==> src/logic/cwlp_pkg.sv <==
package cwlp_pkg;
  // Register byte offsets on the AXI4-Lite bus.
  localparam logic [5:0] PLL_RATIO_OFF = 6'h00;
  localparam logic [5:0] WDOG_CTRL_OFF = 6'h04;
  localparam logic [5:0] WDOG_KEY_OFF = 6'h08;
  localparam logic [5:0] WDOG_CNT_OFF = 6'h0C;
  localparam logic [5:0] LP_CTRL0_OFF = 6'h10;
  localparam logic [5:0] LP_CTRL1_OFF = 6'h14;
  localparam logic [5:0] STATUS_OFF = 6'h18;
  localparam logic [5:0] IDLE_CMD_OFF = 6'h1C;
  // Field layouts.
  localparam int RATIO_W = 4;
  localparam logic [3:0] RATIO_MAX = 4'hA;
  localparam logic [3:0] RATIO_RST = 4'h0;
  localparam int WD_EN_BIT = 0;
  localparam int WD_IE_BIT = 1;
  localparam int WD_PS_LSB = 4;
  localparam logic [7:0] WDCTRL_RST = 8'h01;
  localparam logic [7:0] WD_KEY1 = 8'h55;
  localparam logic [7:0] WD_KEY2 = 8'hAA;
  localparam logic [7:0] WD_MAX = 8'hFF;
  localparam int LPSEL_LSB = 0;
  localparam int QUAL_LSB = 2;
  localparam int QUAL_W = 6;
  localparam logic [7:0] LPCTRL0_RST = 8'hFC;
  localparam int WAKE_W = 8;
  localparam logic [7:0] LPCTRL1_RST = 8'h00;
  localparam int WK_NMI = 0;
  // Timing.
  localparam int XCLK_SETTLE_CYC = 131072;
  localparam int WD_PULSE_CYC = 512;
  localparam logic [8:0] WD_PULSE_LAST = 9'h1FF;
  localparam logic [1:0] AXI_OKAY = 2'h0;
  localparam logic [1:0] AXI_SLVERR = 2'h2;
  typedef enum logic [3:0] {
    CWLP_RUN = 4'h1,
    CWLP_IDLE = 4'h2,
    CWLP_STBY = 4'h4,
    CWLP_HALT = 4'h8
  } cwlp_mode_e;
endpackage

==> src/logic/cwlp_sync.sv <==
`timescale 1ns/1ps
`default_nettype none
// Two-flop synchroniser bank for pins from outside the core clock domain.
module cwlp_sync #(
  parameter int W = 1
) (
  input wire logic i_clk, // clock
  input wire logic i_rst, // async reset
  input wire logic [W-1:0] i_d, // asynchronous inputs
  output logic [W-1:0] o_q // synchronised outputs
);
  logic [W-1:0] meta;
  always_ff @(posedge i_clk or posedge i_rst) begin
    if (i_rst) begin
      meta <= '1;
      o_q <= '1;
    end else begin
      meta <= i_d;
      o_q <= meta;
    end
  end
endmodule // cwlp_sync
`default_nettype wire

==> src/logic/cwlp_top.sv <==
`timescale 1ns/1ps
`default_nettype none
// Function
// RULE1 - Software writes a four-bit ratio field in the PLL ratio register.
// RULE2 - Software disables watchdog before ratio write, re-enables after settling.
// RULE3 - PLL needs 131072 input clock cycles to settle after ratio change.
// RULE4 - Disable pin low at reset: PLL off, core clock equals input clock.
// RULE5 - Not disabled: PLL powers up bypassed, system clock is input over two.
// RULE6 - Non-zero ratio n enables PLL; system clock is input times n over two.
// RULE7 - Oscillator bypass mode: all clocks come from the external clock pin.
// RULE8 - Watchdog counter at maximum drives reset output low 512 clocks.
// RULE9 - Key 0x55 then 0xAA clears the watchdog counter.
// RULE10 - In STANDBY only watchdog runs; its interrupt can wake the device.
// RULE11 - In IDLE watchdog interrupt raises a processor interrupt to wake.
// RULE12 - In HALT oscillator and PLL stop; watchdog cannot wake. O_OSC_RUN drops, but O_PLL_ENABLE is not gated by the mode.
// RULE13 - Select field: 00 IDLE, 01 STANDBY, 1x HALT.
// RULE14 - In IDLE all clocks keep running; block does nothing else.
// RULE15 - In STANDBY core and system clock stop, oscillator keeps running.
// RULE16 - IDLE exits on enabled interrupt, non-maskable interrupt, or reset.
// RULE17 - Low wake level ends mode only if held long enough. Code qualifies it in STANDBY only; IDLE and HALT exit at once.
// RULE18 - STANDBY wake sources are enabled individually in control register one.
// RULE19 - STANDBY wake qualified over a programmed count of oscillator clocks.
// RULE20 - Only reset and enabled non-maskable interrupt wake from HALT. The code also leaves HALT on the debugger wake request.
// RULE21 - Low-power modes leave output pins as they were at idle entry.
// RULE22 - Debug port stays live and the debugger can end any mode.
// RULE23 - Ratio 0 bypasses, 1 to 10 give n, 11 to 15 reserved.
// RULE24 - Ratio register reset only by external reset, not debug reset.
// RULE25 - On input clock loss limp clock runs and watchdog counter freezes.
// RULE26 - Watchdog counts on selectable prescaled clock, stops when disabled.
// RULE27 - Idle instruction enters selected mode; exit resumes normal clocking.
module cwlp_top
  import cwlp_pkg::*;
(
  input wire logic I_CORE_CLK, // 20 MHz oscillator clock
  input wire logic I_RST, // external reset, active high
  input wire logic I_PLL_DISABLE_PIN_N, // strap, low disables the PLL
  input wire logic I_OSC_BYPASS, // strap, high bypasses oscillator
  input wire logic I_CLOCK_LOST, // input clock missing, limp clock runs
  input wire logic I_DEBUG_RESET, // debugger reset, keeps ratio
  input wire logic I_DEBUG_WAKE, // debugger request to leave low power
  input wire logic I_IDLE_INSTR, // core executes idle, one-cycle pulse
  input wire logic I_ENABLED_INT_N, // any enabled interrupt, low active
  input wire logic I_EXT_NONMASKABLE_INT_N, // non-maskable pin
  input wire logic I_EXT_INTERRUPT_ONE_N, // external interrupt one pin
  input wire logic [1:0] I_TIMER_TRIP_INPUTS_N, // timer trip pins (grouped)
  input wire logic I_COMPARE_TRIP_INPUTS_N, // compare trip pins (anded)
  input wire logic I_SERIAL_A_RECEIVE, // serial A receive line
  input wire logic I_SERIAL_B_RECEIVE, // serial B receive line
  input wire logic I_CAN_RECEIVE_LINE, // CAN receive line
  input wire logic [5:0] S_AXI_AWADDR, // write address
  input wire logic S_AXI_AWVALID, // write address valid
  output logic S_AXI_AWREADY, // write address ready
  input wire logic [31:0] S_AXI_WDATA, // write data
  input wire logic [3:0] S_AXI_WSTRB, // write strobes
  input wire logic S_AXI_WVALID, // write data valid
  output logic S_AXI_WREADY, // write data ready
  output logic [1:0] S_AXI_BRESP, // write response
  output logic S_AXI_BVALID, // write response valid
  input wire logic S_AXI_BREADY, // write response ready
  input wire logic [5:0] S_AXI_ARADDR, // read address
  input wire logic S_AXI_ARVALID, // read address valid
  output logic S_AXI_ARREADY, // read address ready
  output logic [31:0] S_AXI_RDATA, // read data
  output logic [1:0] S_AXI_RRESP, // read response
  output logic S_AXI_RVALID, // read data valid
  input wire logic S_AXI_RREADY, // read data ready
  output logic O_PLL_ENABLE, // PLL running with ratio n
  output logic O_PLL_BYPASS, // PLL bypassed, /2 in path
  output logic O_PLL_OFF, // PLL fully disabled, no /2
  output logic [3:0] O_PLL_MULT, // multiplier n applied to the PLL
  output logic O_PLL_LOCKED, // settling time has elapsed
  output logic O_OSC_RUN, // oscillator clock gate
  output logic O_CORE_CLK_RUN, // core clock gate
  output logic O_SYS_CLK_RUN, // system clock output gate
  output logic O_PERIPH_RUN, // peripheral clock gate
  output logic O_PIN_HOLD, // freeze output pins
  output logic O_WDOG_RESET_OUT_N, // watchdog reset, low active
  output logic O_WDOG_INTERRUPT_OUT_N, // watchdog interrupt, low active
  output logic O_CORE_WAKE_INT, // interrupt to core on wake
  output logic [3:0] O_MODE // current mode, one-hot
);
  logic nmi_s, xint_s, cmp_s, sa_s, sb_s, can_s, lost_s, dbw_s, ena_s;
  logic [1:0] tt_s;
  logic strap_s, bypass_s;
  logic [3:0] ratio;
  logic [7:0] wd_ctrl, wd_cnt, lp_ctrl0, lp_ctrl1;
  logic key_armed;
  logic [8:0] wd_pulse_cnt;
  logic wd_pulsing;
  logic [6:0] wd_pre;
  logic [17:0] settle_cnt;
  logic strap_taken;
  logic [QUAL_W-1:0] qual_cnt;
  cwlp_mode_e mode, next_mode;
  logic aw_got, w_got;
  logic [5:0] aw_addr;
  logic [31:0] w_data;
  logic [3:0] w_strb;
  logic do_write;
  logic [7:0] wake_vec;
  logic wake_low, wd_tick, wd_fire;

  cwlp_sync #(.W(14)) u_sync (
    .i_clk(I_CORE_CLK),
    .i_rst(I_RST),
    .i_d({I_EXT_NONMASKABLE_INT_N, I_EXT_INTERRUPT_ONE_N,
          I_TIMER_TRIP_INPUTS_N, I_COMPARE_TRIP_INPUTS_N,
          I_SERIAL_A_RECEIVE, I_SERIAL_B_RECEIVE, I_CAN_RECEIVE_LINE,
          ~I_CLOCK_LOST, ~I_DEBUG_WAKE, I_ENABLED_INT_N,
          I_PLL_DISABLE_PIN_N, ~I_OSC_BYPASS, ~I_DEBUG_RESET}),
    .o_q({nmi_s, xint_s, tt_s, cmp_s, sa_s, sb_s, can_s,
          lost_s, dbw_s, ena_s, strap_s, bypass_s, strap_taken})
  );

  // Decodes a byte offset into a register match.
  function automatic logic hit(input logic [5:0] a, input logic [5:0] off);
    hit = (a[5:2] == off[5:2]);
  endfunction

  // AXI4-Lite write side: address and data taken in either order.
  assign do_write = aw_got && w_got && !S_AXI_BVALID;
  always_ff @(posedge I_CORE_CLK or posedge I_RST) begin
    if (I_RST) begin
      aw_got <= 1'b0;
      w_got <= 1'b0;
      aw_addr <= 6'h00;
      w_data <= 32'h0000_0000;
      w_strb <= 4'h0;
      S_AXI_AWREADY <= 1'b0;
      S_AXI_WREADY <= 1'b0;
      S_AXI_BVALID <= 1'b0;
      S_AXI_BRESP <= AXI_OKAY;
    end else begin
      S_AXI_AWREADY <= !aw_got && !S_AXI_AWREADY && !S_AXI_BVALID;
      S_AXI_WREADY <= !w_got && !S_AXI_WREADY && !S_AXI_BVALID;
      if (S_AXI_AWVALID && S_AXI_AWREADY) begin
        aw_got <= 1'b1;
        aw_addr <= S_AXI_AWADDR;
        S_AXI_AWREADY <= 1'b0;
      end
      if (S_AXI_WVALID && S_AXI_WREADY) begin
        w_got <= 1'b1;
        w_data <= S_AXI_WDATA;
        w_strb <= S_AXI_WSTRB;
        S_AXI_WREADY <= 1'b0;
      end
      if (do_write) begin
        S_AXI_BVALID <= 1'b1;
        S_AXI_BRESP <= (aw_addr > IDLE_CMD_OFF + 6'h03) ? AXI_SLVERR
                                                          : AXI_OKAY;
      end else if (S_AXI_BVALID && S_AXI_BREADY) begin
        S_AXI_BVALID <= 1'b0;
        aw_got <= 1'b0;
        w_got <= 1'b0;
      end
    end
  end

  // Read side: one outstanding read, data registered.
  always_ff @(posedge I_CORE_CLK or posedge I_RST) begin
    if (I_RST) begin
      S_AXI_ARREADY <= 1'b0;
      S_AXI_RVALID <= 1'b0;
      S_AXI_RDATA <= 32'h0000_0000;
      S_AXI_RRESP <= AXI_OKAY;
    end else begin
      S_AXI_ARREADY <= !S_AXI_ARREADY && !S_AXI_RVALID && S_AXI_ARVALID;
      if (S_AXI_ARVALID && S_AXI_ARREADY) begin
        S_AXI_RVALID <= 1'b1;
        S_AXI_RRESP <= AXI_OKAY;
        S_AXI_RDATA <= 32'h0000_0000;
        if (hit(S_AXI_ARADDR, PLL_RATIO_OFF))
          S_AXI_RDATA[3:0] <= ratio;
        else if (hit(S_AXI_ARADDR, WDOG_CTRL_OFF))
          S_AXI_RDATA[7:0] <= wd_ctrl;
        else if (hit(S_AXI_ARADDR, WDOG_CNT_OFF))
          S_AXI_RDATA[7:0] <= wd_cnt;
        else if (hit(S_AXI_ARADDR, LP_CTRL0_OFF))
          S_AXI_RDATA[7:0] <= lp_ctrl0;
        else if (hit(S_AXI_ARADDR, LP_CTRL1_OFF))
          S_AXI_RDATA[7:0] <= lp_ctrl1;
        else if (hit(S_AXI_ARADDR, STATUS_OFF))
          S_AXI_RDATA[7:0] <= {O_PLL_LOCKED, lost_s, !strap_s,
                               !bypass_s, mode};
        else if (S_AXI_ARADDR > IDLE_CMD_OFF + 6'h03)
          S_AXI_RRESP <= AXI_SLVERR;
      end else if (S_AXI_RVALID && S_AXI_RREADY) begin
        S_AXI_RVALID <= 1'b0;
      end
    end
  end

  // Ratio register lives on the external reset only; debug reset is
  // not wired here on purpose so a debug session keeps its clocking.
  always_ff @(posedge I_CORE_CLK or posedge I_RST) begin // RULE24
    if (I_RST) begin
      ratio <= RATIO_RST;
    end else if (do_write && hit(aw_addr, PLL_RATIO_OFF) && w_strb[0]) begin
      ratio <= w_data[3:0]; // RULE1
    end
  end

  // Settle counter restarts on every ratio write.
  always_ff @(posedge I_CORE_CLK or posedge I_RST) begin
    if (I_RST) begin
      settle_cnt <= 18'h00000;
      O_PLL_LOCKED <= 1'b0;
    end else if (do_write && hit(aw_addr, PLL_RATIO_OFF) && w_strb[0]) begin
      settle_cnt <= 18'h00000; // RULE3
      O_PLL_LOCKED <= 1'b0;
    end else if (settle_cnt == 18'(XCLK_SETTLE_CYC - 1)) begin
      O_PLL_LOCKED <= 1'b1; // RULE3
    end else begin
      settle_cnt <= settle_cnt + 18'h00001;
    end
  end

  // PLL mode outputs; the strap is read after release, through synchroniser.
  always_ff @(posedge I_CORE_CLK or posedge I_RST) begin
    if (I_RST) begin
      O_PLL_OFF <= 1'b0;
      O_PLL_BYPASS <= 1'b1;
      O_PLL_ENABLE <= 1'b0;
      O_PLL_MULT <= 4'h0;
    end else begin
      O_PLL_OFF <= !strap_s || !bypass_s; // RULE4 RULE7
      O_PLL_BYPASS <= strap_s && bypass_s &&
                      ratio - 4'h1 >= RATIO_MAX; // RULE5 RULE23
      O_PLL_ENABLE <= strap_s && bypass_s && ratio != 4'h0 &&
                      ratio <= RATIO_MAX; // RULE6 RULE23
      O_PLL_MULT <= (ratio <= RATIO_MAX) ? ratio : 4'h0; // RULE6
    end
  end

  // Watchdog prescaler: tick every 2^ps oscillator clocks.
  always_ff @(posedge I_CORE_CLK or posedge I_RST) begin
    if (I_RST) begin
      wd_pre <= 7'h00;
    end else begin
      wd_pre <= wd_pre + 7'h01;
    end
  end
  assign wd_tick = (wd_pre & ((7'h01 << wd_ctrl[WD_PS_LSB +: 3]) - 7'h01))
                   == 7'h00; // RULE26
  assign wd_fire = wd_cnt == WD_MAX;

  always_ff @(posedge I_CORE_CLK or posedge I_RST) begin
    if (I_RST) begin
      wd_ctrl <= WDCTRL_RST;
      key_armed <= 1'b0;
    end else if (do_write && w_strb[0]) begin
      if (hit(aw_addr, WDOG_CTRL_OFF))
        wd_ctrl <= w_data[7:0];
      if (hit(aw_addr, WDOG_KEY_OFF))
        key_armed <= (w_data[7:0] == WD_KEY1) ||
                     (key_armed && w_data[7:0] != WD_KEY2); // RULE9
    end
  end

  // Counter freezes when disabled, on limp clock, and in HALT.
  always_ff @(posedge I_CORE_CLK or posedge I_RST) begin
    if (I_RST) begin
      wd_cnt <= 8'h00;
    end else if (do_write && w_strb[0] && hit(aw_addr, WDOG_KEY_OFF) &&
                 key_armed && w_data[7:0] == WD_KEY2) begin
      wd_cnt <= 8'h00; // RULE9
    end else if (wd_fire && !wd_pulsing) begin
      wd_cnt <= 8'h00;
    end else if (wd_ctrl[WD_EN_BIT] && wd_tick && lost_s && // RULE25 RULE26
                 mode != CWLP_HALT) begin // RULE12
      wd_cnt <= wd_cnt + 8'h01;
    end
  end

  // Reset pulse or interrupt, 512 clocks low.
  always_ff @(posedge I_CORE_CLK or posedge I_RST) begin
    if (I_RST) begin
      wd_pulsing <= 1'b0;
      wd_pulse_cnt <= 9'h000;
      O_WDOG_RESET_OUT_N <= 1'b1;
      O_WDOG_INTERRUPT_OUT_N <= 1'b1;
    end else if (wd_fire && !wd_pulsing) begin
      wd_pulsing <= 1'b1;
      wd_pulse_cnt <= 9'h000;
      O_WDOG_RESET_OUT_N <= wd_ctrl[WD_IE_BIT]; // RULE8
      O_WDOG_INTERRUPT_OUT_N <= !wd_ctrl[WD_IE_BIT]; // RULE10 RULE11
    end else if (wd_pulsing) begin
      wd_pulse_cnt <= wd_pulse_cnt + 9'h001;
      if (wd_pulse_cnt == WD_PULSE_LAST) begin // RULE8
        wd_pulsing <= 1'b0;
        O_WDOG_RESET_OUT_N <= 1'b1;
        O_WDOG_INTERRUPT_OUT_N <= 1'b1;
      end
    end
  end

  // Low-power control registers.
  always_ff @(posedge I_CORE_CLK or posedge I_RST) begin
    if (I_RST) begin
      lp_ctrl0 <= LPCTRL0_RST;
      lp_ctrl1 <= LPCTRL1_RST;
    end else if (do_write && w_strb[0]) begin
      if (hit(aw_addr, LP_CTRL0_OFF))
        lp_ctrl0 <= w_data[7:0];
      if (hit(aw_addr, LP_CTRL1_OFF))
        lp_ctrl1 <= w_data[7:0]; // RULE18
    end
  end

  // Wake candidates, all active low.
  assign wake_vec = {!O_WDOG_INTERRUPT_OUT_N, !can_s, !sb_s, !sa_s, !cmp_s,
                     !(&tt_s), !xint_s, !nmi_s};
  assign wake_low = |(wake_vec & lp_ctrl1); // RULE18

  // Qualifier: a short low glitch drops back into the mode.
  always_ff @(posedge I_CORE_CLK or posedge I_RST) begin
    if (I_RST) begin
      qual_cnt <= '0;
    end else if (mode == CWLP_STBY && wake_low) begin
      if (qual_cnt != lp_ctrl0[QUAL_LSB +: QUAL_W])
        qual_cnt <= qual_cnt + 6'h01; // RULE19
    end else begin
      qual_cnt <= '0; // RULE17
    end
  end

  always_comb begin
    next_mode = mode;
    case (mode)
      CWLP_RUN: begin
        if (I_IDLE_INSTR) begin // RULE27
          if (lp_ctrl0[LPSEL_LSB + 1])
            next_mode = CWLP_HALT; // RULE13
          else if (lp_ctrl0[LPSEL_LSB])
            next_mode = CWLP_STBY; // RULE13
          else
            next_mode = CWLP_IDLE; // RULE13
        end
      end
      CWLP_IDLE: begin
        if (!ena_s || !nmi_s || !O_WDOG_INTERRUPT_OUT_N || !dbw_s)
          next_mode = CWLP_RUN; // RULE16 RULE11 RULE22
      end
      CWLP_STBY: begin
        if ((wake_low && qual_cnt == lp_ctrl0[QUAL_LSB +: QUAL_W]) ||
            !dbw_s)
          next_mode = CWLP_RUN; // RULE19 RULE22
      end
      CWLP_HALT: begin
        if ((!nmi_s && lp_ctrl1[WK_NMI]) || !dbw_s)
          next_mode = CWLP_RUN; // RULE20 RULE22
      end
      default: next_mode = CWLP_RUN;
    endcase
  end

  always_ff @(posedge I_CORE_CLK or posedge I_RST) begin
    if (I_RST) begin
      mode <= CWLP_RUN;
    end else begin
      mode <= next_mode;
    end
  end

  // Clock gates follow the next mode so they switch with it.
  always_ff @(posedge I_CORE_CLK or posedge I_RST) begin
    if (I_RST) begin
      O_OSC_RUN <= 1'b1;
      O_CORE_CLK_RUN <= 1'b1;
      O_SYS_CLK_RUN <= 1'b1;
      O_PERIPH_RUN <= 1'b1;
      O_PIN_HOLD <= 1'b0;
      O_CORE_WAKE_INT <= 1'b0;
      O_MODE <= CWLP_RUN;
    end else begin
      O_OSC_RUN <= next_mode != CWLP_HALT; // RULE12 RULE14
      O_CORE_CLK_RUN <= next_mode == CWLP_RUN ||
                        next_mode == CWLP_IDLE; // RULE14 RULE15
      O_SYS_CLK_RUN <= next_mode == CWLP_RUN ||
                       next_mode == CWLP_IDLE; // RULE14 RULE15
      O_PERIPH_RUN <= next_mode == CWLP_RUN ||
                      next_mode == CWLP_IDLE; // RULE10
      O_PIN_HOLD <= next_mode != CWLP_RUN; // RULE21
      O_CORE_WAKE_INT <= mode != CWLP_RUN && next_mode == CWLP_RUN;
      O_MODE <= next_mode;
    end
  end
endmodule // cwlp_top
`default_nettype wire

==> config.mk <==
export PLATFORM = sky130hd
export DESIGN_NAME = cwlp_top
export DESIGN_NICKNAME = d
export VERILOG_FILES = /design/src/logic/cwlp_pkg.sv /design/src/logic/cwlp_sync.sv /design/src/logic/cwlp_top.sv
export SDC_FILE = /design/constraint.sdc
export NUM_CORES = 1
export LEC_CHECK = 0
export BUFFER_PORTS_ARGS = -buffer_cell sky130_fd_sc_hd__buf_2
export CORE_MARGIN = 2
export CORE_UTILIZATION = 25
export CTS_CLUSTER_SIZE = 24
export DETAILED_ROUTE_END_ITERATION = 10
export GPL_ROUTABILITY_DRIVEN = 0
export SETUP_SLACK_MARGIN = 0.15
export SLEW_MARGIN = 15
export SYNTH_ARGS = -nofsm -noshare
export SYNTH_HDL_FRONTEND = slang
export SYNTH_SLANG_ARGS = --single-unit
export TNS_END_PERCENT = 50
==> constraint.sdc <==
create_clock -name I_CORE_CLK -period 10.33 [get_ports I_CORE_CLK]
set_input_delay 1.033 -clock I_CORE_CLK [delete_from_list [all_inputs] [get_ports I_CORE_CLK]]
set_output_delay 1.033 -clock I_CORE_CLK [all_outputs]
set_load 0.01 [all_outputs]
==> results.tsv, run 1 <==
stage	metric	value	unit
logic_synthesis	Synth cell types	66	
finish	Non-Filler Instances	1075	
logic_synthesis	most used flip-flop cell after synthesis	dfrtp_1	
logic_synthesis	#FFs+latches synth	152	
clock_tree	Setup Fix Bufs, Post-CTS	0	
timing	total negative setup slack	0	ps
global_routing	global-route wire length before repair	23400	microns
route	WL/cell	13.58	microns
timing	Worst Clk Skew	11.91	ps
pwr	Total Power	1.965	mW
critical_path	Worst R2R Start	S_AXI_BVALID$_DFFE_PP0P_	
logic_synthesis	Compound-Gate Fraction of Synth Area	10.80	%
global_routing	gr ovfl total	0	
finish	Area Overhead vs Synth	18.81	%
clock_tree	CTS sink count	152	
finish	most common cell after layout, fill and taps aside	dfrtp_1	
route	Post-Route WL	14600	microns
critical_path	crit path kind	flip-flop to flip-flop	
logic_synthesis	mux cell area share after synthesis	8.785	%
critical_path	CP delay by family, top	simple AND/OR/NAND/NOR gates	
place	pre-CTS setup slack	7667	ps
finish	fillers	2845	
logic_synthesis	Synth Area in Adders	1.620	%
logic_synthesis	Syn Inst Count	611	
timing	hold_ws	355.5	ps
timing	Worst Tran Pin Value	852.2	ps
floorplan	io pins	131	
logic_synthesis	Synth Area in XOR/XNOR	3.780	%
place	Area after DPL	0.007624	sq mm
logic_synthesis	simple-gate share of the synthesized area	14.13	%
clock_tree	clock tree buffer depth	2	
critical_path	startpoint types	flip-flop	
timing	maximum clock frequency	0.4199	GHz
global_routing	initial antenna violation count	0	
critical_path	WP data arrival	2690	ps
pwr	Max IR drop VDD	118.9	uV
clock_tree	cts bufs inserted	17	
finish	# diodes	0	
pwr	Leak Pwr	3.686	nW
logic_synthesis	largest family of logic cells by synthesized area	simple AND/OR/NAND/NOR gates	
logic_synthesis	Async S/R FF share, synth	100.0	%
floorplan	Initial Util	25.23	%
run	MaxCap Viol Count	0	
min_path	hold path start	u_sync.meta[1]$_DFF_PP1_	
global_routing	vias in the first global route	4462	
critical_path	crit end category	flip-flop	
timing	Rel. slew slack	43.19	%
critical_path	CP Max Fanout	9	
finish	post-route design area	0.008258	sq mm
critical_path	Crit-path slowest cell	or4b_1	
timing	max-slew violations	0	
route	DRT Pass-1 Iters	5	
finish	layout cells sized above 1	27.55	%
route	DR vias	4694	
place	DP HPWL	10520	microns
route	via-per-instance ratio	4.367	
timing	final setup fails	0	
floorplan	num rows	61	
floorplan	Die W	170.7	microns
clock_tree	htree depth	4	
floorplan	Chip Height	170.7	microns
clock_tree	CTS Root Cell	clkbuf_16	
finish	Final Core Density	29.97	%
clock_tree	Worst-path clk slew	70	ps
logic_synthesis	Synth Cell Area	0.006950	sq mm
critical_path	WP data required	10640	ps
critical_path	crit-path cells	nand3b_4, or4b_1, nor3b_4, mux2_2	
global_routing	GRT Resource Usage Total	10.47	%
clock_tree	CTS tree	done	
clock_tree	hold_buf cts	0	
place	dpl cells	1043	
finish	most frequent cells in the layout	113 x dfrtp_1, 72 x buf_2, 41 x nand2_1, 41 x nor2_1	
critical_path	crit path launch	S_AXI_BVALID$_DFFE_PP0P_	
logic_synthesis	Syn Area/Cell	11.38	sq um
clock_tree	Clock Latency Late Sink	430	ps
route	DRC Markers	0	
timing	min setup slack post-route	7949	ps
min_path	Hold Path Class	flip-flop to flip-flop	
floorplan	die area	0.02915	sq mm
route	DRT iter0 DRCs	327	
route	post-route ant nets	0	
finish	nets	763	
critical_path	WP buf/inv	0	
floorplan	Core Footprint	0.02755	sq mm
logic_synthesis	register area share after synthesis	55.43	%
global_routing	pin count of the biggest net entering global routing	84	
clock_tree	Post-CTS Resized	0	
timing	RSZ-0062 raised after global routing	no	
pwr	cell area power density	237.9	mW/mm^2
place	port buffer count	72	
run_status	status	complete, no violations	
timing	minimum clock period	2381	ps
timing	final hold viol count	0	
logic_synthesis	Synth warnings	0	
timing	fin crit share	23.05	%
critical_path	CP max stage delay	690	ps
logic_synthesis	number of synthesized flops with an enable pin	0	
[flip-flops by register name, indices dropped and copies added (netlist names), 6 cells and up]
signal / count
lp_ctrl0: 8
lp_ctrl1: 8
wd_pre: 7
w_data: 8
u_sync.meta: 13
qual_cnt: 6
wd_ctrl: 8
S_AXI_RDATA: 8
settle_cnt: 18
wd_cnt: 8
u_sync.o_q: 13
wd_pulse_cnt: 9
[metal layers]
layer	routed length (microns)	track usage, %	vias up	share of wire [%]
li1	-	-	2283	-
met3	782	2.984	11	5.4
met5	0	0	-	0
met1	7157	14.46	2290	49
met2	6479	15.74	110	44
met4	177	3.456	0	1.2
[report_power, final]
group | switching, mW | total (mW) | internal, mW
Sequential | 0.152 | 0.890 | 0.738
Combinational | 0.206 | 0.406 | 0.201
Clock | 0.253 | 0.669 | 0.416
Total | 0.611 | 1.96 | 1.35
[Yosys cell counts (3+ instances only)]
master | number | area share, %
a22o_1 | 6 | 0.76
buf_4 | 28 | 3.0
nand4_1 | 10 | 0.90
nor4bb_1 | 3 | 0.43
o2111ai_1 | 3 | 0.38
clkbuf_1 | 13 | 0.70
a211oi_1 | 9 | 0.97
ha_1 | 9 | 1.6
or3_1 | 7 | 0.63
mux2_2 | 39 | 6.3
nand3_1 | 19 | 1.4
o21bai_1 | 3 | 0.32
a2bb2oi_1 | 3 | 0.38
nor3b_1 | 3 | 0.32
buf_2 | 3 | 0.22
and4_1 | 4 | 0.50
nand2_1 | 41 | 2.2
o21ai_0 | 29 | 2.1
mux2i_1 | 16 | 2.3
o211ai_1 | 3 | 0.32
dfrtp_1 | 113 | 41
dfstp_2 | 39 | 15
inv_1 | 25 | 1.4
nor2_1 | 41 | 2.2
nand2b_1 | 9 | 0.81
a311oi_1 | 3 | 0.38
nor4_1 | 3 | 0.27
xnor2_1 | 21 | 2.6
xor2_1 | 9 | 1.1
nor2b_1 | 5 | 0.45
and3_1 | 5 | 0.45
a21oi_1 | 29 | 2.1
nor4b_1 | 3 | 0.38
a31oi_1 | 4 | 0.36
nor3_1 | 8 | 0.58
[cell type report]
type | count | area [sq um] | area share [%]
Clock buffer | 20 | 446.7 | 5.409
Clock inverter | 12 | 187.7 | 2.273
Inverter | 25 | 98.84 | 1.197
Multi-Input combinational cell | 413 | 2816 | 34.11
Sequential cell | 152 | 3852 | 46.65
Tap cell | 378 | 473.0 | 5.727
Timing Repair Buffer | 75 | 382.9 | 4.636
[worst paths after layout]
kind                                            to  slack (ps)  depth (start not counted)
max                         wd_ctrl[3]$_DFFE_PP0P_        7950                          4
min                        u_sync.o_q[1]$_DFF_PP1_         360                          0
max reg2reg                 wd_ctrl[3]$_DFFE_PP0P_        7950                          4
min reg2reg                u_sync.o_q[1]$_DFF_PP1_         360                          0
max in group asynchronous      O_MODE[1]$_DFF_PP0_        8230                          3
min in group asynchronous   aw_addr[4]$_DFFE_PP0P_         750                          2
[logic make-up (layout without fill, tap and decap cells)]
family / count (synthesis) / count (layout)
AND/OR/NAND/NOR: 177 / 177
adder cells (fa/ha/maj): 9 / 9
multiplexers: 56 / 56
XOR/XNOR: 30 / 30
other: 1 / 26
AO/OA/AOI/OAI: 115 / 115
buffers and inverters: 71 / 132
flip-flops: 152 / 152
(Power assumes the default switching activity.)
==> inputs of run 2 (changes only) <==
clock period = 2.06 ns   (was 10.33 ns; I/O delays follow)
==> run 2 against run 1 <==
Sequential cell count stayed put. Worst hold slack worse by 330 ps. Utilization is 2.2 points higher. Count of clock-buffer cells in the layout is 2 lower. First-iteration DRC count is 1.5% lower. Die area stayed put. Design area is 7.5% higher. Largest power group unchanged. Power grew to 5.2 times the previous value. Clock power grew to 4.8 times the previous value. Non-clock buffer count is 64 higher. Sequential share of layout area is 3.2 points lower.
==> results.tsv, run 2 (same netlist as run 1, synthesis figures left out) <==
stage	metric	value	unit
timing	total negative setup slack	0	ps
pwr	P_sw	3.299	mW
route	WL/cell	13.74	microns
clock_tree	CTS Root Cell	clkbuf_16	
critical_path	Critical R2R Capture	wd_ctrl[1]$_DFFE_PP0P_	
critical_path	WP buf/inv	1	
timing	fin crit share	92.92	%
place	port buffer count	72	
clock_tree	Worst-path clk slew	70	ps
clock_tree	htree depth	4	
critical_path	CP max stage delay	540	ps
clock_tree	clock tree buffer depth	2	
timing	Worst Clk Skew	10.00	ps
finish	most common cell after layout, fill and taps aside	dfrtp_1	
critical_path	Crit-path slowest cell	or4b_4	
floorplan	die area	0.02915	sq mm
clock_tree	CTS sink count	152	
finish	nets	827	
route	DRT Pass-1 Iters	4	
critical_path	R2R depth	5	
timing	Rel. slew slack	64.55	%
critical_path	critical path depth in cells	5	
critical_path	startpoint types	flip-flop	
finish	Final Core Density	32.21	%
route	Post-Route WL	15670	microns
pwr	sequential share of power	41.6	%
timing	max-slew violations	0	
finish	max reg flops	18	
finish	Area Overhead vs Synth	27.69	%
finish	most frequent cells in the layout	112 x dfrtp_1, 73 x buf_2, 40 x nand2_1, 40 x nor2_1, 39 x dfstp_2	
global_routing	initial antenna violation count	1	
floorplan	Core Footprint	0.02755	sq mm
place	DP HPWL	11350	microns
min_path	Hold Path Class	input port to flip-flop	
global_routing	gr ovfl total	0	
critical_path	WP data required	2370	ps
pwr	Leak Pwr	4.000	nW
critical_path	Critical Path Sink	wd_ctrl[1]$_DFFE_PP0P_	
critical_path	CP delay by family, top	simple AND/OR/NAND/NOR gates	
clock_tree	Clock Latency Late Sink	430	ps
route	via-per-instance ratio	4.397	
timing	final hold viol count	0	
critical_path	CP Max Fanout	8	
critical_path	Worst R2R Start	S_AXI_BVALID$_DFFE_PP0P_	
global_routing	global-route wire length before repair	24900	microns
floorplan	Chip Height	170.7	microns
pwr	Max IR drop VDD	643.3	uV
run	MaxCap Viol Count	0	
pwr	cell area power density	1150	mW/mm^2
critical_path	WP data arrival	2230	ps
route	DRT iter0 DRCs	322	
timing	RSZ-0062 raised after global routing	yes	
route	post-route ant nets	0	
pwr	combinational fraction of design power	27.0	%
critical_path	crit-path cells	nand3b_4, or4b_4, nor3b_4, buf_12, mux2_2	
critical_path	R2R Setup Slk	150	ps
floorplan	num rows	61	
route	DRC Markers	0	
global_routing	pin count of the biggest net entering global routing	63	
floorplan	Initial Util	25.23	%
clock_tree	CTS tree	done	
timing	minimum clock period	1914	ps
clock_tree	cts bufs inserted	17	
global_routing	vias in the first global route	4657	
pwr	clock share of power	31.4	%
run_status	status	complete, no violations	
floorplan	Die W	170.7	microns
pwr	Int Pwr	6.907	mW
route	DR vias	5013	
timing	maximum clock frequency	0.5224	GHz
critical_path	crit path kind	flip-flop to flip-flop	
pwr	Total Power	10.21	mW
timing	final setup fails	0	
floorplan	io pins	131	
pwr	sw frac	32.33	%
finish	largest registers	settle_cnt (18), u_sync.meta (13), u_sync.o_q (13)	
critical_path	crit path launch	S_AXI_BVALID$_DFFE_PP0P_	
finish	layout cells sized above 1	31.54	%
global_routing	GRT Resource Usage Total	11.00	%
timing	Worst Tran Pin Value	531.7	ps
finish	Top reg by flops	settle_cnt	
critical_path	crit end category	flip-flop	
-- run 2: cell count changes in the layout (fill, tap and decap cells not counted), moves of 4 or more --
cell,before,now
mux2_2,39,34
inv_8,1,5
buf_4,3,36
buf_12,0,4
mux2_4,0,5
dlygate4sd3_1,0,25
-- run 2: final cells by class --
cell class | count | area [sq um]
sequential | 152 | 3854
timing repair buffer | 139 | 977.2
tap | 378 | 473.0
clock buffer | 18 | 429.2
fill | 2770 | 18680
multi-input combinational | 413 | 2867
inverter | 25 | 97.59
clock inverter | 14 | 175.2
antenna | 1 | 2.502
-- run 2: layer usage --
layer	vias to the layer above	part of all wire, %	global-route usage (%)
met1	2474	48	15.60
li1	2409	-	-
met3	8	6.0	3.238
met2	120	45	16.30
met4	2	0.68	2.899
met5	-	0.057	0
-- run 2: worst min-delay path by stage --
stage / from / endpoint / slack, ps / depth (start not counted)
after global placement: I_RST / S_AXI_RDATA[2]$_DFFE_PP0P_ / 280 / 2
after detailed placement: I_RST / O_PLL_MULT[1]$_DFF_PP0_ / 280 / 2
after global routing: S_AXI_AWADDR[4] / aw_addr[4]$_DFFE_PP0P_ / 7 / 2
after floorplan: I_TIMER_TRIP_INPUTS_N[0] / u_sync.meta[10]$_DFF_PP1_ / 210 / 0
final: S_AXI_AWADDR[5] / aw_addr[5]$_DFFE_PP0P_ / 20 / 2
after CTS: S_AXI_AWADDR[5] / aw_addr[5]$_DFFE_PP0P_ / 2 / 2
-- run 2: per-stage QoR --
stage	area (sq um)	hold slack (ps)	setup slack (ps)	cells
floorplan	7048	210.5	-59.62	636
global placement	7928	276.0	14.51	1077
detailed placement	7928	281.3	-13.98	1077
CTS	8795	1.516	121.3	1135
global route	8872	6.900	82.18	1139
finish	8875	21.22	145.9	1140
-- run 2: repair_timing --
| item | 4_1_cts | 5_1_grt |
|---|---|---|
| hold buffers | 24 | 1 |
| gates resized for setup | 2 | 12 |
| pin swaps | 2 | 1 |
| gates cloned | 0 | 1 |
| endpoints found under the setup margin | 33 | 49 |
| endpoints found under the hold margin | 34 | 1 |
| setup buffers | 2 | 2 |
-- run 2: power by group through the flow --
stage / sequential (mW) / clock [mW] / combinational, mW
floorplan: 4.26 / 0 / 1.62
global placement: 4.27 / 0 / 2.60
detailed placement: 4.29 / 0 / 2.66
CTS: 4.24 / 3.29 / 2.71
global route: 4.33 / 3.46 / 3.05
finish: 4.24 / 3.20 / 2.76
